## config.mk

```make
export PLATFORM = sky130hd
export DESIGN_NAME = tx_multiphy_address_table
export DESIGN_NICKNAME = d
export VERILOG_FILES = /design/src/shared/txmp_pkg.sv /design/src/rtl/tx_multiphy_address_table.sv
export VERILOG_INCLUDE_DIRS = /design/src /design/src/shared
export SDC_FILE = /design/constraint.sdc
export NUM_CORES = 1
export LEC_CHECK = 0
export BUFFER_PORTS_ARGS = -buffer_cell sky130_fd_sc_hd__buf_2
export CAP_MARGIN = 20
export CORE_UTILIZATION = 25
export CTS_BUF_LIST = sky130_fd_sc_hd__clkbuf_8 sky130_fd_sc_hd__clkbuf_16
export CTS_CLUSTER_SIZE = 20
export DETAILED_ROUTE_END_ITERATION = 10
export PLACE_DENSITY = 0.42
export SETUP_SLACK_MARGIN = 0.3
export SLEW_MARGIN = 20
export SYNTH_ARGS = -nofsm -noshare
export SYNTH_HDL_FRONTEND = slang
export SYNTH_SLANG_ARGS = --single-unit
export TNS_END_PERCENT = 10
```

## constraint.sdc

```tcl
create_clock -name CLK -period 3.1 [get_ports CLK]
set_input_delay 0.62 -clock CLK [delete_from_list [all_inputs] [get_ports CLK]]
set_output_delay 0.62 -clock CLK [all_outputs]
set_load 0.02 [all_outputs]
```

## src/shared/txmp_defs.svh

```systemverilog
// register map, field layout, reset values and response codes
`ifndef TXMP_DEFS_SVH
`define TXMP_DEFS_SVH

`define TXMP_ADDR_W        16
`define TXMP_DATA_W        32
`define TXMP_CHANNELS      4
`define TXMP_FIELD_W       5

// printed offsets are register indices; byte address is four times each
`define TXMP_CTRL_IDX      12'h483
`define TXMP_ADDR_IDX      12'h593
`define TXMP_PTR_IDX       12'h597
`define TXMP_BYTE(i)       ({2'b00, (i), 2'b00})

`define TXMP_MPHY_BIT      6
`define TXMP_CTRL_RESET    8'hcc
`define TXMP_PTR_RESET     5'h00
`define TXMP_UNASSIGNED    5'h1f
`define TXMP_PTR_MAX       5'h03

`define TXMP_RESP_OKAY     2'h0
`define TXMP_RESP_SLVERR   2'h2

`endif

```

## src/shared/txmp_pkg.sv

```systemverilog
// types shared by the transmit multi-phy address table
package txmp_pkg;

  typedef enum logic [3:0] {
    SEL_NONE = 4'h1,
    SEL_CTRL = 4'h2,
    SEL_ADDR = 4'h4,
    SEL_PTR  = 4'h8
  } reg_sel_t;

  typedef logic [4:0] tx_addr_t;

  typedef struct packed {
    logic     held;
    logic [15:0] addr;
  } addr_hold_t;

  typedef struct packed {
    logic        held;
    logic [31:0] data;
    logic [3:0]  strb;
  } data_hold_t;

  typedef struct packed {
    logic       hit;
    logic [1:0] chan;
  } match_t;

endpackage : txmp_pkg

```

## src/rtl/tx_multiphy_address_table.sv

```systemverilog
// transmit multi-phy address table with axi4-lite register access
`timescale 1ns/1ps
`include "txmp_defs.svh"

module tx_multiphy_address_table (
  input  wire logic        CLK,
  input  wire logic        SYS_RST,
  input  wire logic [15:0] AWADDR,
  input  wire logic        AWVALID,
  output logic             AWREADY,
  input  wire logic [31:0] WDATA,
  input  wire logic [3:0]  WSTRB,
  input  wire logic        WVALID,
  output logic             WREADY,
  output logic [1:0]       BRESP,
  output logic             BVALID,
  input  wire logic        BREADY,
  input  wire logic [15:0] ARADDR,
  input  wire logic        ARVALID,
  output logic             ARREADY,
  output logic [31:0]      RDATA,
  output logic [1:0]       RRESP,
  output logic             RVALID,
  input  wire logic        RREADY,
  input  wire logic [4:0]  TX_BUS_ADDR,
  input  wire logic [3:0]  TX_CELL_ROOM,
  output logic             TX_CLAV,
  output logic             TX_CLAV_OEN,
  output logic [1:0]       TX_MATCH_CHAN
);

  txmp_pkg::addr_hold_t aw;
  txmp_pkg::data_hold_t wd;
  txmp_pkg::tx_addr_t   table_mem [4];
  logic [7:0]           ctrl;
  logic [4:0]           chan_ptr;
  logic                 do_write;
  txmp_pkg::reg_sel_t   wsel;
  txmp_pkg::match_t     next_match;

  function automatic txmp_pkg::reg_sel_t decode(input logic [15:0] a);
    if (a == `TXMP_BYTE(`TXMP_CTRL_IDX))
      return txmp_pkg::SEL_CTRL;
    else if (a == `TXMP_BYTE(`TXMP_ADDR_IDX))
      return txmp_pkg::SEL_ADDR;
    else if (a == `TXMP_BYTE(`TXMP_PTR_IDX))
      return txmp_pkg::SEL_PTR;
    else
      return txmp_pkg::SEL_NONE;
  endfunction : decode

  assign do_write = aw.held && wd.held && !BVALID;
  assign wsel     = decode(aw.addr);

  // write channel: address and data taken in either order, one write at a time
  always_ff @(posedge CLK or posedge SYS_RST) begin
    if (SYS_RST) begin
      aw      <= '0;
      wd      <= '0;
      AWREADY <= 1'b1;
      WREADY  <= 1'b1;
      BVALID  <= 1'b0;
      BRESP   <= `TXMP_RESP_OKAY;
    end else begin
      if (AWVALID && AWREADY) begin
        aw      <= '{held: 1'b1, addr: AWADDR};
        AWREADY <= 1'b0;
      end
      if (WVALID && WREADY) begin
        wd     <= '{held: 1'b1, data: WDATA, strb: WSTRB};
        WREADY <= 1'b0;
      end
      if (do_write) begin
        aw.held <= 1'b0;
        wd.held <= 1'b0;
        BVALID  <= 1'b1;
        BRESP   <= (wsel == txmp_pkg::SEL_NONE) ? `TXMP_RESP_SLVERR
                                                : `TXMP_RESP_OKAY;
      end else if (BVALID && BREADY) begin
        BVALID  <= 1'b0;
        AWREADY <= 1'b1;
        WREADY  <= 1'b1;
      end
    end
  end

  // control and pointer; only byte lane 0 carries register bits
  always_ff @(posedge CLK or posedge SYS_RST) begin
    if (SYS_RST) begin
      ctrl     <= `TXMP_CTRL_RESET;
      chan_ptr <= `TXMP_PTR_RESET;
    end else if (do_write && wd.strb[0]) begin
      if (wsel == txmp_pkg::SEL_CTRL)
        ctrl <= wd.data[7:0];
      if (wsel == txmp_pkg::SEL_PTR)
        chan_ptr <= wd.data[4:0];
    end
  end

  // unassigned entries hold all-ones, a value software may never use,
  // so an unconfigured channel never answers a poll in multi-phy mode
  always_ff @(posedge CLK or posedge SYS_RST) begin
    if (SYS_RST) begin
      for (int i = 0; i < `TXMP_CHANNELS; i++)
        table_mem[i] <= `TXMP_UNASSIGNED;
    end else if (do_write && wd.strb[0] && wsel == txmp_pkg::SEL_ADDR
                 && chan_ptr <= `TXMP_PTR_MAX) begin
      table_mem[chan_ptr[1:0]] <= wd.data[4:0];
    end
  end

  // read channel: data one cycle after the address is taken
  always_ff @(posedge CLK or posedge SYS_RST) begin
    if (SYS_RST) begin
      ARREADY <= 1'b1;
      RVALID  <= 1'b0;
      RDATA   <= 32'h0000_0000;
      RRESP   <= `TXMP_RESP_OKAY;
    end else if (ARVALID && ARREADY) begin
      ARREADY <= 1'b0;
      RVALID  <= 1'b1;
      RRESP   <= `TXMP_RESP_OKAY;
      case (decode(ARADDR))
        txmp_pkg::SEL_CTRL: RDATA <= {24'h00_0000, ctrl};
        txmp_pkg::SEL_PTR:  RDATA <= {27'h000_0000, chan_ptr};
        txmp_pkg::SEL_ADDR: RDATA <= (chan_ptr <= `TXMP_PTR_MAX) ?
                              {27'h000_0000, table_mem[chan_ptr[1:0]]} :
                              32'h0000_0000;
        default: begin
          RDATA <= 32'h0000_0000;
          RRESP <= `TXMP_RESP_SLVERR;
        end
      endcase
    end else if (RVALID && RREADY) begin
      RVALID  <= 1'b0;
      ARREADY <= 1'b1;
    end
  end

  // address match; lowest channel wins if software broke uniqueness
  always_comb begin
    next_match = '0;
    if (TX_BUS_ADDR != `TXMP_UNASSIGNED) begin
      for (int i = `TXMP_CHANNELS - 1; i >= 0; i--) begin
        if (table_mem[i] == TX_BUS_ADDR) begin
          next_match.hit  = 1'b1;
          next_match.chan = 2'(i);
        end
      end
    end
  end

  // single-phy mode drives cell-available from channel 0 without polling
  always_ff @(posedge CLK or posedge SYS_RST) begin
    if (SYS_RST) begin
      TX_CLAV       <= 1'b0;
      TX_CLAV_OEN   <= 1'b1;
      TX_MATCH_CHAN <= 2'h0;
    end else if (!ctrl[`TXMP_MPHY_BIT]) begin
      TX_CLAV       <= TX_CELL_ROOM[0];
      TX_CLAV_OEN   <= 1'b0;
      TX_MATCH_CHAN <= 2'h0;
    end else if (next_match.hit) begin
      TX_CLAV       <= TX_CELL_ROOM[next_match.chan];
      TX_CLAV_OEN   <= 1'b0;
      TX_MATCH_CHAN <= next_match.chan;
    end else begin
      TX_CLAV       <= 1'b0;
      TX_CLAV_OEN   <= 1'b1;
      TX_MATCH_CHAN <= TX_MATCH_CHAN;
    end
  end

  logic addr_wr;
  assign addr_wr = do_write && wd.strb[0] && wsel == txmp_pkg::SEL_ADDR;
endmodule : tx_multiphy_address_table

```

==> metrics.txt <==
status=completed; R2R Setup Slk=between 0.8 and 0.9 ns; # H-tree levels=3; post-synth top area share=32.6%; ratio of cells with drive above 1 in the final layout=approximately 49%; Tcrit/Tclk final=~71%; I/O pins=129; Unique masters post-synth=48; min Tclk post-route=approximately 2.2 ns; # DRC=0; Leak=about 2.2 nW; P per Cell Area=about 650 nW/µm²; setup bufs post-CTS=0; first-pass GRT wire length=between 10000 and 15000 µm; hold buffer count at cts=0; total track usage=a little under an eighth; area grow syn2layout=21.7%; HPWL after DPL=a little over 6000 µm; Setup WS pre-CTS=0.771 ns; CP peak stage delay=0.39 ns; diodes inserted=0; worst-case clock buffer depth=2; Max Slew Vio Count=0; worst-skew pair later-pin latency=0.33 ns; wirelength, routed=8470 µm; maximum VDD drop=approximately 0.00025 V; Least-Margin Pin Slew=between 0.6 and 0.7 ns; RSZ-0062 raised after global routing=false; via count=2548; Final Util=31.2%; CP Class=reg -> reg; endpoints failing setup=0; count of final hold-check violations=0; Wirelength per Cell=13.9 µm; ys flop type=dfrtp_1; MaxCap Viol Count=0; Clock Sinks=79; CP Buf/Inv Count=0; Core Region=15300 µm²; relative slew slack=between 50% and 60%; TritonCTS buffer count=9; Mapped Cells=between 300 and 400; die area=16200 µm²; 1st-iter DRT viols=63; Post-synth EDFFs=0; DRT antenna net count=0; final hold slack=between 0.3 and 0.4 ns; Clock Tree Root=clkbuf_16; crit-path max FO=5; TritonRoute pass-1 iters=4; synth top area cells=dfrtp_1 33%, dfstp_2 19%, mux2_2 16%, buf_4 5.0%, mux4_2 2.9%; port bufs=75; grt ovf=0; setup_tns=0 ns; DP Cell Count=slightly below 600; CP Depth=6; CTS tree=done; slowest cell on the critical path=dfrtp_1; CP Launch Type=register; num rows=45; r2r worst-path depth=6; top cells by count, synth=57 x mux2_2, 51 x dfrtp_1, 28 x dfstp_2; cell taking the most area after synthesis=dfrtp_1; vias in the first global route=around 2.6k; Synth Register Bits=just under 80; CP required=3.36 ns; Post-Layout Cell Count=607; DR vias/cell=about 4.2; initial antenna violation count=0; Critical Path End Type=register; Top Family by Delay on Critical Path=simple AND/OR/NAND/NOR gates; Die Wd=127 µm; worst setup margin=~0.9 ns; Starting Density=between 20% and 30%; most used cell, CP=nand2_1; pin count of the biggest net entering global routing=80; Clock Pin Slew Worst Setup and Hold Paths=around 0.06 ns; Async SR Flop Fraction=100%; Clock Skew=just over 0.006 ns; synthesized cell area=slightly below 4000 µm²; reg2reg end=table_mem[14]; most common cell in the netlist=mux2_2; Avg Inst Size Synth=12.5 µm²; Arrival @ worst endpoint=about 2.5 ns; synth warn=0; worst reg2reg startpoint=chan_ptr[4]; nets@finish=~480; register area share after synthesis=51.4%; Cell Chain, Critical Path=nor3_1 > nand2_1 > nor4_4 > nand2_1 > nor2_2 > mux2_2; cts repair resizes=0; GP Congestion=about 0.75; maximum clock frequency=~450 MHz; worst hold-check path type=in -> async; chip height=about 130 µm
cell type report:
cell class,count,area [µm²]
fill,1570,10500
sequential,79,2010
multi-input combinational,214,1720
timing repair buffer,77,403
tap,211,264
clock buffer,11,253
clock inverter,5,72.6
inverter,10,38.8
cell families (layout without fill, tap and decap cells):
kind of cell | after synthesis | in the layout | synth area share [%]
xor gates and xnor gates | 20 | 20 | 4.47
and+or+nand+nor | 67 | 67 | 11.4
buffers and inverters | 46 | 103 | 7.00
muxes | 63 | 63 | 19.5
other | 1 | 26 | 0.0958
AOI/OAI and AO/OA | 38 | 38 | 6.10
DFF | 79 | 79 | 51.4
state kept, by name, indices dropped and copies added (netlist names), 2 cells and up:
name / cells
table_mem: 20
aw: 17
wd: 10
RDATA: 8
ctrl: 8
chan_ptr: 5
TX_MATCH_CHAN: 2
layout by cell type (no fill, tap or decap), drive strengths merged, types with 2 or more instances in the layout:
| cell | synthesis | layout |
|---|---|---|
| nor2 | 7 | 7 |
| clkinv | 0 | 2 |
| mux2 | 57 | 57 |
| dfrtp | 51 | 51 |
| o21ai | 14 | 14 |
| nand2 | 20 | 20 |
| xor2 | 12 | 12 |
| dfstp | 28 | 28 |
| nor3b | 4 | 4 |
| xnor2 | 8 | 8 |
| buf | 29 | 77 |
| inv | 10 | 11 |
| nand3 | 10 | 10 |
| conb | 1 | 26 |
| nor4b | 2 | 2 |
| nand4 | 2 | 2 |
| a22oi | 8 | 8 |
| nor4 | 2 | 2 |
| a21oi | 7 | 7 |
| bufinv | 0 | 2 |
| a31oi | 2 | 2 |
| or3 | 2 | 2 |
| mux4 | 5 | 5 |
| and2 | 2 | 2 |
| nor3 | 8 | 8 |
| clkbuf | 7 | 11 |
how the worst max path moves through the flow:
stage | slack (ns) | startpoint | endpoint
after CTS | 0.87 | chan_ptr[4] | table_mem[14]
after global placement | 0.77 | ARADDR[13] | RDATA[4]
after detailed placement | 0.77 | ARADDR[13] | RDATA[1]
final | 0.90 | chan_ptr[4] | table_mem[14]
after global routing | 0.79 | chan_ptr[2] | table_mem[11]
after floorplan | 0.50 | SYS_RST | BRESP[1]
report_power, final:
group          switching (mW)  internal [mW]
clock network           0.397          0.741
logic                   0.262          0.258
registers               0.185           1.25
total                   0.844           2.25
worst reg2reg max path: stages (launching register included):
cell and delay [ns]:
dfrtp_1 0.39, nor3_1 0.38, nand2_1 0.15, nor4_4 0.37, nand2_1 0.11, nor2_2 0.33, mux2_2 0.38
metrics by stage:
step,total power [mW],cell area [µm²]
floorplan,1.83,4010
finish,3.09,4770
global route,3.29,4770
CTS,3.16,4770
global placement,1.97,4440
detailed placement,1.99,4440
routing by layer:
| layer | part of all wire (%) | routed length, µm | vias up | track usage, % |
|---|---|---|---|---|
| li1 | - | - | 1217 | - |
| met1 | 45 | 3810 | 1249 | 14.4 |
| met2 | 48 | 4040 | 77 | 18.1 |
| met3 | 6.4 | 542 | 5 | 5.07 |
| met4 | 0.92 | 78 | 0 | 2.94 |
| met5 | 0 | 0 | - | 0 |
Note: power is estimated with default switching activity, not from simulation.
